`src/inc/sync_map.svh`:
```
// Offsets, reset values, field positions and timing counts of the output sync bank.
// Assumes a 25 MHz core clock and a 32-bit AXI4-Lite register bus.
`ifndef SYNC_MAP_SVH
`define SYNC_MAP_SVH
`define CLK_PERIOD_NS 32'h0000_0028
`define NS_SAT_LIMIT (32'hffff_ffff - `CLK_PERIOD_NS)
`define OFF_SM_TYPE_CNT 12'h000
`define OFF_SM_TYPE_CH1 12'h004
`define OFF_SM_TYPE_CH2 12'h008
`define OFF_SM_TYPE_CH3 12'h00c
`define OFF_SM_TYPE_CH4 12'h010
`define OFF_RX_CNT 12'h020
`define OFF_RX_FIRST 12'h024
`define OFF_RX_SECOND 12'h028
`define OFF_TX_CNT 12'h030
`define OFF_TX_FIRST 12'h034
`define OFF_TX_SECOND 12'h038
`define OFF_TX_THIRD 12'h03c
`define OFF_TX_FOURTH 12'h040
`define OFF_SYSMAP_CNT 12'h050
`define OFF_SYSMAP_ENTRY 12'h054
`define OFF_PAR_CNT 12'h100
`define OFF_SYNC_MODE 12'h104
`define OFF_CYCLE_TIME 12'h108
`define OFF_SHIFT_TIME 12'h10c
`define OFF_MODES_SUP 12'h110
`define OFF_MIN_CYCLE 12'h114
`define OFF_CALC_COPY 12'h118
`define OFF_MIN_DELAY 12'h11c
`define OFF_MEAS_CMD 12'h120
`define OFF_DELAY_TIME 12'h124
`define OFF_MISSED_CNT 12'h12c
`define OFF_OVERRUN_CNT 12'h130
`define OFF_SHORT_CNT 12'h134
`define OFF_SYNC_ERR 12'h180
`define RST_SM_TYPE_CNT 8'h04
`define RST_SM_TYPE_CH1 8'h01
`define RST_SM_TYPE_CH2 8'h02
`define RST_SM_TYPE_CH3 8'h03
`define RST_SM_TYPE_CH4 8'h04
`define RST_RX_CNT 8'h02
`define RST_RX_FIRST 16'h1603
`define RST_RX_SECOND 16'h1607
`define RST_TX_CNT 8'h04
`define RST_TX_FIRST 16'h1a00
`define RST_TX_SECOND 16'h1a01
`define RST_TX_THIRD 16'h1a02
`define RST_TX_FOURTH 16'h1a03
`define RST_SYSMAP_CNT 8'h01
`define RST_SYSMAP_ENTRY 32'h6001_1140
`define RST_PAR_CNT 8'h20
`define RST_SYNC_MODE 16'h0000
`define RST_CYCLE_TIME 32'h0000_0000
`define RST_MODES_SUP 16'h4001
`define RST_MEAS_CMD 16'h0000
`define CMD_START_BIT 0
`define CNT_MAX 16'hffff
`define RESP_OKAY 2'h0
`define RESP_SLVERR 2'h2
`endif

```
`src/inc/sync_pkg.sv`:
```
// Types shared by the output sync bank, the fieldbus master model and the bench.
// Assumes the event strobes come from logic on the core clock.
`default_nettype none
package sync_pkg;
  typedef enum logic [15:0] {
    MODE_FREE = 16'h0000,
    MODE_SM = 16'h0001,
    MODE_DC_S0 = 16'h0002,
    MODE_DC_S1 = 16'h0003,
    MODE_SM_OUT = 16'h0022
  } sync_mode_e;
  typedef struct packed {
    logic smEvent;
    logic sync0;
    logic sync1;
    logic drive;
    logic cycleDone;
    logic opState;
  } timing_evt_s;
endpackage
`default_nettype wire
```
`src/core/sync_interval_meter.sv`:
```
// Measures start-to-stop intervals in nanoseconds and keeps the largest one.
// Assumes one-cycle start and stop pulses on the core clock.
`default_nettype none
`include "sync_map.svh"
module sync_interval_meter (
  input wire logic core_clk,
  input wire logic rst,
  input wire logic start,
  input wire logic stop,
  input wire logic enable,
  input wire logic clear,
  output logic [31:0] maxNs
);
  logic running_q;
  logic [31:0] elapsed_q;
  logic [31:0] max_q;
  assign maxNs = max_q;
  always_ff @(posedge core_clk or posedge rst)
  begin
    if (rst)
    begin
      running_q <= 1'b0;
      elapsed_q <= 32'h0000_0000;
    end
    else if (start)
    begin
      running_q <= 1'b1;
      elapsed_q <= `CLK_PERIOD_NS;
    end
    else if (stop)
      running_q <= 1'b0;
    else if (running_q && elapsed_q <= `NS_SAT_LIMIT)
      elapsed_q <= elapsed_q + `CLK_PERIOD_NS;
  end
  // A stop without a start in flight is ignored, so stray strobes never inflate the maximum.
  always_ff @(posedge core_clk or posedge rst)
  begin
    if (rst)
      max_q <= 32'h0000_0000;
    else if (clear)
      max_q <= 32'h0000_0000;
    else if (enable && stop && !start && running_q && elapsed_q > max_q)
      max_q <= elapsed_q;
  end
  chk_clear_zeroes: assert property (@(posedge core_clk) disable iff (rst)
    clear |=> maxNs == 32'h0000_0000)
    else $error("maximum not cleared");
  chk_idle_holds: assert property (@(posedge core_clk) disable iff (rst)
    (!enable && !clear) |=> $stable(maxNs))
    else $error("maximum moved while not measuring");
endmodule
`default_nettype wire

```
`src/core/sync_manager_output_timing.sv`:
```
// Output sync-manager parameter bank with cycle timing measurement and error counters.
// Assumes AXI4-Lite masters and event strobes that are synchronous to core_clk.
//
// Design decisions made here: the AXI4-Lite interface to the registers and the placing of the registers.
`default_nettype none
`include "sync_map.svh"
// Contract
// - Sync mode 0 free run, 1 sync-manager event.
// - Cycle time sets local or master period.
// - Report SYNC0-to-output shift time, DC only.
// - Supported-modes word reads 0x4001.
// - Command 1 starts, 0 stops measurement.
// - Measured fields keep largest observed values.
// - New measurement clears previously held maxima.
// - Report SYNC1-to-output delay time, DC only.
// - Report needed SYNC0-to-SYNC1 spacing, DC only; the minimum delay register reads 0 here in every mode.
// - Count missed events in operational DC mode.
// - Count late cycles or early next cycles.
// - Count too-short SYNC0-to-SYNC1 spacings.
// - Flag outputs driven too late last cycle.
// - Four sync manager channels typed 1-4.
// - Receive assignment holds 0x1603 and 0x1607.
// - Transmit assignment holds 0x1A00 to 0x1A03.
// - Time-stamp mapping holds one 64-bit entry.
// - Report shortest supported cycle, read only.
// - Mode codes 0, 1, 2, 3 and 34.
module sync_manager_output_timing (
  input wire logic core_clk,
  input wire logic rst,
  input wire logic [11:0] s_axi_awaddr,
  input wire logic s_axi_awvalid,
  output logic s_axi_awready,
  input wire logic [31:0] s_axi_wdata,
  input wire logic [3:0] s_axi_wstrb,
  input wire logic s_axi_wvalid,
  output logic s_axi_wready,
  output logic [1:0] s_axi_bresp,
  output logic s_axi_bvalid,
  input wire logic s_axi_bready,
  input wire logic [11:0] s_axi_araddr,
  input wire logic s_axi_arvalid,
  output logic s_axi_arready,
  output logic [31:0] s_axi_rdata,
  output logic [1:0] s_axi_rresp,
  output logic s_axi_rvalid,
  input wire logic s_axi_rready,
  input wire sync_pkg::timing_evt_s timingEv,
  output logic cycleTick,
  output logic syncError
);
  logic awReady_q;
  logic wReady_q;
  logic awHave_q;
  logic wHave_q;
  logic [11:0] awAddr_q;
  logic [31:0] wData_q;
  logic [3:0] wStrb_q;
  logic bValid_q;
  logic [1:0] bResp_q;
  logic arReady_q;
  logic rValid_q;
  logic [31:0] rData_q;
  logic [1:0] rResp_q;
  logic [15:0] mode_q;
  logic [31:0] cycleTime_q;
  logic [15:0] cmd_q;
  logic measuring_q;
  logic [31:0] localNs_q;
  logic tick_q;
  logic smSeen_q;
  logic busy_q;
  logic pendDrive_q;
  logic syncErr_q;
  logic [31:0] s0s1Ns_q;
  logic [15:0] errCnt_q [3];
  logic doWrite;
  logic wrMode;
  logic wrCycle;
  logic wrCmd;
  logic wrOk;
  logic [31:0] modeNew;
  logic [31:0] cycleNew;
  logic [31:0] cmdNew;
  logic modeLegal;
  logic startMeas;
  logic dcMode;
  logic cycleStart;
  logic [2:0] errEv;
  logic [3:0] mStart;
  logic [3:0] mStop;
  logic [3:0] mEn;
  logic [31:0] meterNs [4];
  logic [31:0] rdData;
  logic rdOk;

  function automatic logic [31:0] mergeStrb(
    input logic [31:0] oldV,
    input logic [31:0] newV,
    input logic [3:0] strb
  );
    logic [31:0] res;
    res = oldV;
    for (int i = 0; i < 4; i++)
    begin
      if (strb[i])
        res[8*i +: 8] = newV[8*i +: 8];
    end
    return res;
  endfunction

  assign s_axi_awready = awReady_q;
  assign s_axi_wready = wReady_q;
  assign s_axi_bvalid = bValid_q;
  assign s_axi_bresp = bResp_q;
  assign s_axi_arready = arReady_q;
  assign s_axi_rvalid = rValid_q;
  assign s_axi_rdata = rData_q;
  assign s_axi_rresp = rResp_q;
  assign cycleTick = tick_q;
  assign syncError = syncErr_q;

  always_ff @(posedge core_clk or posedge rst)
  begin
    if (rst)
    begin
      awReady_q <= 1'b1;
      awHave_q <= 1'b0;
      awAddr_q <= 12'h000;
    end
    else if (s_axi_awvalid && awReady_q)
    begin
      awReady_q <= 1'b0;
      awHave_q <= 1'b1;
      awAddr_q <= {s_axi_awaddr[11:2], 2'h0};
    end
    else if (bValid_q && s_axi_bready)
    begin
      awReady_q <= 1'b1;
      awHave_q <= 1'b0;
    end
  end

  always_ff @(posedge core_clk or posedge rst)
  begin
    if (rst)
    begin
      wReady_q <= 1'b1;
      wHave_q <= 1'b0;
      wData_q <= 32'h0000_0000;
      wStrb_q <= 4'h0;
    end
    else if (s_axi_wvalid && wReady_q)
    begin
      wReady_q <= 1'b0;
      wHave_q <= 1'b1;
      wData_q <= s_axi_wdata;
      wStrb_q <= s_axi_wstrb;
    end
    else if (bValid_q && s_axi_bready)
    begin
      wReady_q <= 1'b1;
      wHave_q <= 1'b0;
    end
  end

  assign doWrite = awHave_q && wHave_q && !bValid_q;
  assign modeNew = mergeStrb({16'h0000, mode_q}, wData_q, wStrb_q);
  assign cycleNew = mergeStrb(cycleTime_q, wData_q, wStrb_q);
  assign cmdNew = mergeStrb({16'h0000, cmd_q}, wData_q, wStrb_q);

  // Only the documented mode codes are stored; anything else leaves the mode untouched.
  always_comb
  begin
    unique case (modeNew[15:0])
      sync_pkg::MODE_FREE,
      sync_pkg::MODE_SM,
      sync_pkg::MODE_DC_S0,
      sync_pkg::MODE_DC_S1,
      sync_pkg::MODE_SM_OUT: modeLegal = 1'b1;
      default: modeLegal = 1'b0;
    endcase
  end

  always_comb
  begin
    wrMode = 1'b0;
    wrCycle = 1'b0;
    wrCmd = 1'b0;
    wrOk = 1'b0;
    if (doWrite)
    begin
      unique case (awAddr_q)
        `OFF_SYNC_MODE:
        begin
          wrMode = 1'b1;
          wrOk = 1'b1;
        end
        `OFF_CYCLE_TIME:
        begin
          wrCycle = 1'b1;
          wrOk = 1'b1;
        end
        `OFF_MEAS_CMD:
        begin
          wrCmd = 1'b1;
          wrOk = 1'b1;
        end
        default: wrOk = 1'b0;
      endcase
    end
  end

  always_ff @(posedge core_clk or posedge rst)
  begin
    if (rst)
    begin
      bValid_q <= 1'b0;
      bResp_q <= `RESP_OKAY;
    end
    else if (doWrite)
    begin
      bValid_q <= 1'b1;
      bResp_q <= wrOk ? `RESP_OKAY : `RESP_SLVERR;
    end
    else if (s_axi_bready)
      bValid_q <= 1'b0;
  end

  always_ff @(posedge core_clk or posedge rst)
  begin
    if (rst)
      mode_q <= `RST_SYNC_MODE;
    else if (wrMode && modeLegal)
      mode_q <= modeNew[15:0];
  end

  always_ff @(posedge core_clk or posedge rst)
  begin
    if (rst)
      cycleTime_q <= `RST_CYCLE_TIME;
    else if (wrCycle)
      cycleTime_q <= cycleNew;
  end

  // Rewriting 1 while a run is active keeps the maxima; only a fresh start clears them.
  assign startMeas = wrCmd && cmdNew[`CMD_START_BIT] && !measuring_q;
  always_ff @(posedge core_clk or posedge rst)
  begin
    if (rst)
    begin
      cmd_q <= `RST_MEAS_CMD;
      measuring_q <= 1'b0;
    end
    else if (wrCmd)
    begin
      cmd_q <= cmdNew[15:0];
      measuring_q <= cmdNew[`CMD_START_BIT];
    end
  end

  // Free-run timer counts in nanoseconds, so no divider is needed for the period.
  always_ff @(posedge core_clk or posedge rst)
  begin
    if (rst)
    begin
      localNs_q <= 32'h0000_0000;
      tick_q <= 1'b0;
    end
    else if (mode_q != sync_pkg::MODE_FREE || cycleTime_q == 32'h0000_0000)
    begin
      localNs_q <= 32'h0000_0000;
      tick_q <= 1'b0;
    end
    else if (localNs_q + `CLK_PERIOD_NS >= cycleTime_q)
    begin
      localNs_q <= 32'h0000_0000;
      tick_q <= 1'b1;
    end
    else
    begin
      localNs_q <= localNs_q + `CLK_PERIOD_NS;
      tick_q <= 1'b0;
    end
  end

  assign dcMode = mode_q == sync_pkg::MODE_DC_S0 || mode_q == sync_pkg::MODE_DC_S1;
  always_comb
  begin
    if (dcMode)
      cycleStart = timingEv.sync0;
    else if (mode_q == sync_pkg::MODE_FREE)
      cycleStart = tick_q;
    else
      cycleStart = timingEv.smEvent;
  end

  always_ff @(posedge core_clk or posedge rst)
  begin
    if (rst)
      smSeen_q <= 1'b0;
    else if (timingEv.sync0)
      smSeen_q <= 1'b0;
    else if (timingEv.smEvent)
      smSeen_q <= 1'b1;
  end

  // A cycle start and a done in the same cycle close the old cycle and open a new one.
  always_ff @(posedge core_clk or posedge rst)
  begin
    if (rst)
      busy_q <= 1'b0;
    else if (cycleStart)
      busy_q <= 1'b1;
    else if (timingEv.cycleDone)
      busy_q <= 1'b0;
  end

  always_ff @(posedge core_clk or posedge rst)
  begin
    if (rst)
      s0s1Ns_q <= 32'h0000_0000;
    else if (timingEv.sync0)
      s0s1Ns_q <= `CLK_PERIOD_NS;
    else if (s0s1Ns_q <= `NS_SAT_LIMIT)
      s0s1Ns_q <= s0s1Ns_q + `CLK_PERIOD_NS;
  end

  always_ff @(posedge core_clk or posedge rst)
  begin
    if (rst)
      pendDrive_q <= 1'b0;
    else if (timingEv.sync0)
      pendDrive_q <= 1'b1;
    else if (timingEv.drive)
      pendDrive_q <= 1'b0;
  end

  always_ff @(posedge core_clk or posedge rst)
  begin
    if (rst)
      syncErr_q <= 1'b0;
    else if (!dcMode)
      syncErr_q <= 1'b0;
    else if (timingEv.sync0)
      syncErr_q <= pendDrive_q && !timingEv.drive;
  end

  assign errEv[0] = dcMode && timingEv.opState && timingEv.sync0
    && !smSeen_q && !timingEv.smEvent;
  assign errEv[1] = timingEv.opState && cycleStart && busy_q && !timingEv.cycleDone;
  assign errEv[2] = dcMode && timingEv.sync1 && s0s1Ns_q < meterNs[2];

  for (genvar g = 0; g < 3; g++)
  begin : gErr
    always_ff @(posedge core_clk or posedge rst)
    begin
      if (rst)
        errCnt_q[g] <= 16'h0000;
      else if (errEv[g] && errCnt_q[g] != `CNT_MAX)
        errCnt_q[g] <= errCnt_q[g] + 16'h0001;
    end
  end

  // Meters: 0 SYNC0 to drive, 1 cycle start to done, 2 event to drive, 3 SYNC1 to drive.
  assign mStart = {timingEv.sync1, timingEv.smEvent, cycleStart, timingEv.sync0};
  assign mStop = {timingEv.drive, timingEv.drive, timingEv.cycleDone, timingEv.drive};
  assign mEn = {dcMode, dcMode, 1'b1, dcMode} & {4{measuring_q}};

  for (genvar m = 0; m < 4; m++)
  begin : gMeter
    sync_interval_meter uMeter (
      .core_clk(core_clk),
      .rst(rst),
      .start(mStart[m]),
      .stop(mStop[m]),
      .enable(mEn[m]),
      .clear(startMeas),
      .maxNs(meterNs[m])
    );
  end

  always_comb
  begin
    rdData = 32'h0000_0000;
    rdOk = 1'b1;
    unique case ({s_axi_araddr[11:2], 2'h0})
      `OFF_SM_TYPE_CNT: rdData[7:0] = `RST_SM_TYPE_CNT;
      `OFF_SM_TYPE_CH1: rdData[7:0] = `RST_SM_TYPE_CH1;
      `OFF_SM_TYPE_CH2: rdData[7:0] = `RST_SM_TYPE_CH2;
      `OFF_SM_TYPE_CH3: rdData[7:0] = `RST_SM_TYPE_CH3;
      `OFF_SM_TYPE_CH4: rdData[7:0] = `RST_SM_TYPE_CH4;
      `OFF_RX_CNT: rdData[7:0] = `RST_RX_CNT;
      `OFF_RX_FIRST: rdData[15:0] = `RST_RX_FIRST;
      `OFF_RX_SECOND: rdData[15:0] = `RST_RX_SECOND;
      `OFF_TX_CNT: rdData[7:0] = `RST_TX_CNT;
      `OFF_TX_FIRST: rdData[15:0] = `RST_TX_FIRST;
      `OFF_TX_SECOND: rdData[15:0] = `RST_TX_SECOND;
      `OFF_TX_THIRD: rdData[15:0] = `RST_TX_THIRD;
      `OFF_TX_FOURTH: rdData[15:0] = `RST_TX_FOURTH;
      `OFF_SYSMAP_CNT: rdData[7:0] = `RST_SYSMAP_CNT;
      `OFF_SYSMAP_ENTRY: rdData = `RST_SYSMAP_ENTRY;
      `OFF_PAR_CNT: rdData[7:0] = `RST_PAR_CNT;
      `OFF_SYNC_MODE: rdData[15:0] = mode_q;
      `OFF_CYCLE_TIME: rdData = cycleTime_q;
      `OFF_SHIFT_TIME: rdData = meterNs[0];
      `OFF_MODES_SUP: rdData[15:0] = `RST_MODES_SUP;
      `OFF_MIN_CYCLE: rdData = meterNs[1];
      `OFF_CALC_COPY: rdData = meterNs[2];
      `OFF_MIN_DELAY: rdData = 32'h0000_0000;
      `OFF_MEAS_CMD: rdData[15:0] = cmd_q;
      `OFF_DELAY_TIME: rdData = meterNs[3];
      `OFF_MISSED_CNT: rdData[15:0] = errCnt_q[0];
      `OFF_OVERRUN_CNT: rdData[15:0] = errCnt_q[1];
      `OFF_SHORT_CNT: rdData[15:0] = errCnt_q[2];
      `OFF_SYNC_ERR: rdData[0] = syncErr_q;
      default: rdOk = 1'b0;
    endcase
  end

  always_ff @(posedge core_clk or posedge rst)
  begin
    if (rst)
    begin
      arReady_q <= 1'b1;
      rValid_q <= 1'b0;
      rData_q <= 32'h0000_0000;
      rResp_q <= `RESP_OKAY;
    end
    else if (s_axi_arvalid && arReady_q)
    begin
      arReady_q <= 1'b0;
      rValid_q <= 1'b1;
      rData_q <= rdData;
      rResp_q <= rdOk ? `RESP_OKAY : `RESP_SLVERR;
    end
    else if (rValid_q && s_axi_rready)
    begin
      arReady_q <= 1'b1;
      rValid_q <= 1'b0;
    end
  end

  chk_mode_store: assert property (@(posedge core_clk) disable iff (rst)
    (doWrite && awAddr_q == `OFF_SYNC_MODE && wStrb_q[1:0] == 2'h3
      && wData_q[15:1] == 15'h0000) |=> mode_q == $past(wData_q[15:0]))
    else $error("mode write not stored");
  chk_tick_free: assert property (@(posedge core_clk) disable iff (rst)
    tick_q |-> $past(mode_q) == sync_pkg::MODE_FREE && $past(cycleTime_q) != 32'h0000_0000)
    else $error("local tick outside free run");
  chk_modes_word: assert property (@(posedge core_clk) disable iff (rst)
    (s_axi_arvalid && arReady_q && s_axi_araddr == `OFF_MODES_SUP)
      |=> rValid_q && rData_q == 32'h0000_4001)
    else $error("supported modes word wrong");
  chk_cmd_run: assert property (@(posedge core_clk) disable iff (rst)
    wrCmd |=> measuring_q == $past(cmdNew[0]))
    else $error("command did not start or stop");
  chk_start_clears: assert property (@(posedge core_clk) disable iff (rst)
    startMeas |=> (meterNs[0] | meterNs[1] | meterNs[2] | meterNs[3])
      == 32'h0000_0000)
    else $error("maxima not cleared on start");
  chk_missed_step: assert property (@(posedge core_clk) disable iff (rst)
    (errEv[0] && errCnt_q[0] != `CNT_MAX) |=> errCnt_q[0] == $past(errCnt_q[0]) + 16'h0001)
    else $error("missed event not counted");
  chk_overrun_step: assert property (@(posedge core_clk) disable iff (rst)
    (timingEv.opState && cycleStart && busy_q && !timingEv.cycleDone
      && errCnt_q[1] != `CNT_MAX) |=> errCnt_q[1] == $past(errCnt_q[1]) + 16'h0001)
    else $error("cycle overrun not counted");
  chk_short_step: assert property (@(posedge core_clk) disable iff (rst)
    (!dcMode || !timingEv.sync1) |=> $stable(errCnt_q[2]))
    else $error("short counter moved without cause");
  chk_late_flag: assert property (@(posedge core_clk) disable iff (rst)
    (dcMode && timingEv.sync0 && $past(mode_q) == mode_q)
      |=> syncErr_q == $past(pendDrive_q && !timingEv.drive))
    else $error("sync error flag wrong");
  chk_count_sat: assert property (@(posedge core_clk) disable iff (rst)
    errCnt_q[1] == `CNT_MAX |=> errCnt_q[1] == `CNT_MAX)
    else $error("counter wrapped");
endmodule
`default_nettype wire

```
`config.mk`:
```
export PLATFORM = sky130hd
export DESIGN_NAME = sync_manager_output_timing
export DESIGN_NICKNAME = d
export VERILOG_FILES = /design/src/inc/sync_pkg.sv /design/src/core/sync_interval_meter.sv /design/src/core/sync_manager_output_timing.sv
export VERILOG_INCLUDE_DIRS = /design/src /design/src/inc
export SDC_FILE = /design/constraint.sdc
export NUM_CORES = 1
export LEC_CHECK = 0
export ABC_CLOCK_PERIOD_IN_PS = 18260
export BUFFER_PORTS_ARGS = -buffer_cell sky130_fd_sc_hd__buf_4
export CAP_MARGIN = 5
export CORE_AREA = 5 5 223 268
export CTS_BUF_LIST = sky130_fd_sc_hd__clkbuf_8
export CTS_CLUSTER_DIAMETER = 200
export DETAILED_ROUTE_END_ITERATION = 8
export DIE_AREA = 0 0 228 273
export PLACE_DENSITY = 0.69
export RECOVER_POWER = 50
export SYNTH_ARGS = -nofsm -noshare
export SYNTH_HDL_FRONTEND = slang
export SYNTH_SLANG_ARGS = --single-unit
```
`constraint.sdc`:
```
create_clock -name core_clk -period 18.26 [get_ports core_clk]
set_input_delay 3.652 -clock core_clk [delete_from_list [all_inputs] [get_ports core_clk]]
set_output_delay 3.652 -clock core_clk [all_outputs]
set_load 0.1 [all_outputs]
```
==> results.py <==
metrics = {
    "worst_setup_path": {
        "crit_fanout": 133,
        "critPathBufInv": 3,
        "crit_chain": "clkbuf_4 -> clkinvlp_2 -> clkbuf_1",
        "critPathSlowestCell": "clkinvlp_2",
        "worst_path_largest_cell_delay_ps": 3270,
        "cp-end-kind": "asynchronous set/reset pin",
        "crit_required_ps": 18170,
        "critPathKind": "input port to asynchronous set/reset pin",
        "crit_family": "buffers and inverters",
        "r2r_slack_ps": 13490,
        "cp.arrival_ps": 10140,
        "start_kind": "input port",
    },
    "floorplanning": {
        "start_util": 0.494,
        "die-area_um2": 62200,
        "num_rows": 96,
        "die_w_um": 228,
        "core-area_um2": 56800,
        "ios": 116,
        "die_h_um": 273,
    },
    "routing": {
        "wl_per_cell_um": 21.1,
        "drt_first_pass_iters": 6,
        "dr_total_vias": 23000,
        "routed_wl_um": 81700,
        "vias_per_cell": 5.96,
        "drtAntennaViolNets": 0,
        "drc_errors": 0,
        "drt_iter0_drc": 1932,
    },
    "sta": {
        "fin_crit_ps": 10230,
        "final-hold-violation-count": 0,
        "setup_viol": 0,
        "rsz0062_at_grt": "false",
        "clock.fmax_mhz": 97.8,
        "worst_pin_slew_ps": 5990,
        "finClkSkew_ps": 36.8,
        "min_period_over_period": 0.560,
        "slew_violations": 480,
        "hold_ws_ps": 476,
        "setup_tns_ps": 0,
        "maxSlewHeadroom": -3.01,
    },
    "layout": {
        "final_area_um2": 31100,
        "multi_input_area_um2": 14300,
        "layout.cells.non_filler": 3864,
        "nNetsFinal": 3321,
        "drive_gt1_frac": 0.119,
        "seq_area_um2": 12500,
        "final_common_cell": "dfrtp_1",
        "nFillCells": 5053,
        "syn2layout_area_growth_pct": 11.0,
        "mostFrequentLayoutCells": "497 x dfrtp_1, 354 x nand2_1, 263 x nor2_1",
    },
    "clocking": {
        "cts_sinks": 500,
        "cts-resized-gates": 0,
        "cts_hold_buf": 0,
        "root_buffer": "clkbuf_8",
        "cts_buffers": 84,
        "post-cts-setup-buffers": 0,
        "cts.path.max_buffers": 3,
        "clkSlewWorstSetupHoldPaths_ps": 60,
        "clock_latency_ps": 700,
        "cts_tree": "done",
        "htree_num_levels": 3,
    },
    "synth": {
        "syn_inst": 2953,
        "yosysWarnings": 0,
        "ys_ff_latch": 500,
        "seq_area_frac_synth": 0.446,
        "avgSynthCellArea_um2": 9.50,
        "async_reset_ff_frac": 1.00,
        "synth-edff-count": 0,
        "ys_dominant_reg_cell": "dfrtp_1",
        "yosysTopAreaCell": "dfrtp_1",
        "synth.distinct_cells": 89,
        "ys_top_cells_by_area": "dfrtp_1 44%, ha_1 8.2%, nand2_1 4.7%",
        "synth_top_cell_area_share": 0.443,
        "syn-cell-area_um2": 28100,
    },
    "place": {
        "port_buffers": 109,
        "gp_congestion": 0.988,
        "place_area_um2": 29500,
        "dp.cells": 3714,
        "hpwl_um": 59700,
    },
    "global_routing": {
        "overflow": 0,
        "grt_max_degree": 134,
        "grt_pass1_vias": 22800,
        "grt_pass1_wl_um": 129000,
        "grt_util_all_layers": 0.258,
        "antenna_found_initial": 2,
    },
    "outcome": {
        "violations": "capacitance limit, slew limit",
        "status": "finished with violations",
    },
    "flow_run": {
        "maxCapViolations": 9,
    },
    "min_path": {
        "hp-class": "flip-flop to flip-flop",
    },
    "power_and_ir_drop": {
        "power_density_nw_per_um2": 84.9,
        "ir_drop_mv": 0.133,
        "leakage_nw": 15.0,
    },
}
## routing by layer
metal  global-route usage  vias to the layer above  share of wire
met4                0.124                        0          0.048
met3               0.0430                      194          0.065
met2                0.414                      830           0.46
li1                     -                    10600              -
met1                0.342                    11400           0.42
met5                    0                        -              0
## cell families after synthesis
| group | Yosys count | synth area share |
|---|---|---|
| other cells | 1 | 0.000134 |
| simple gates | 1171 | 0.205 |
| flops | 500 | 0.446 |
| compound gates | 426 | 0.100 |
| buf+inv | 318 | 0.0453 |
| xor+xnor | 198 | 0.0618 |
| mux | 156 | 0.0601 |
| fa+ha+maj | 183 | 0.0816 |
## worst register-to-register path, cell delays in order (launching register included)
cell and delay [ps]:
dfrtp_1 390, nor4_1 640, nand4_1 850, a311o_1 560, a31oi_1 1470, buf_4 530
o21ai_0 190
## synthesized netlist by cell type, types with 22 or more instances
library cell and number:
a21o_1 22, a21oi_1 114, a22oi_1 40, a31oi_1 32, and2_1 31, and3_1 33
and4_1 26, clkbuf_1 64, dfrtp_1 497, ha_1 183, inv_1 214, mux2_2 101
mux2i_1 55, nand2_1 354, nand3_1 157, nand4_1 84, nor2_1 263, nor2b_1 36
nor3_1 60, nor4_1 26, o21ai_0 91, xnor2_1 105, xor2_1 93
## state kept, by name, indices dropped and copies added, names as in the netlist, 4 cells and up
register / cells
cmd_q: 15
mode_q: 16
wData_q: 32
cycleTime_q: 32
gMeter.uMeter.running_q: 4
awAddr_q: 10
s0s1Ns_q: 29
gMeter.uMeter.maxNs: 120
wStrb_q: 4
localNs_q: 29
s_axi_rdata: 32
gMeter.uMeter.elapsed_q: 116
errCnt_q: 48
## cell type report
| cell class | instances | area share |
|---|---|---|
| antenna | 2 | 0.000161 |
| clock buffer | 108 | 0.0477 |
| clock inverter | 40 | 0.00904 |
| inverter | 215 | 0.0260 |
| multi-input combinational | 2136 | 0.458 |
| sequential | 500 | 0.402 |
| tap | 735 | 0.0295 |
| timing repair buffer | 128 | 0.0278 |
## report_power, final
group	total [mW]	internal, mW	switching, mW
Clock	1.06	0.575	0.483
Combinational	0.398	0.0797	0.318
Sequential	1.19	1.15	0.0431
## per-stage QoR
stage / util / total power, mW / setup slack (ps)
2_1_floorplan: - / 1.50 / 653
3_3_place_gp: 0.520 / 1.60 / 10850
3_5_place_dp: 0.520 / 1.61 / 10740
4_1_cts: 0.551 / 2.67 / 11480
5_1_grt: 0.548 / 2.74 / 6340
6_report: 0.548 / 2.64 / 8030
## worst paths after layout
check,from,to,cells after the start
worst max-delay path,rst,wStrb_q[2],3
worst min-delay path,awHave_q,awHave_q,2
worst max register to register,mode_q[14],gMeter[2].uMeter.maxNs[27],6
worst min register to register,awHave_q,awHave_q,2
max in group core_clk,timingEv[4],errCnt_q[26],7
min in group asynchronous,rst,errCnt_q[1],2
Power figures use the tool's default switching activity.
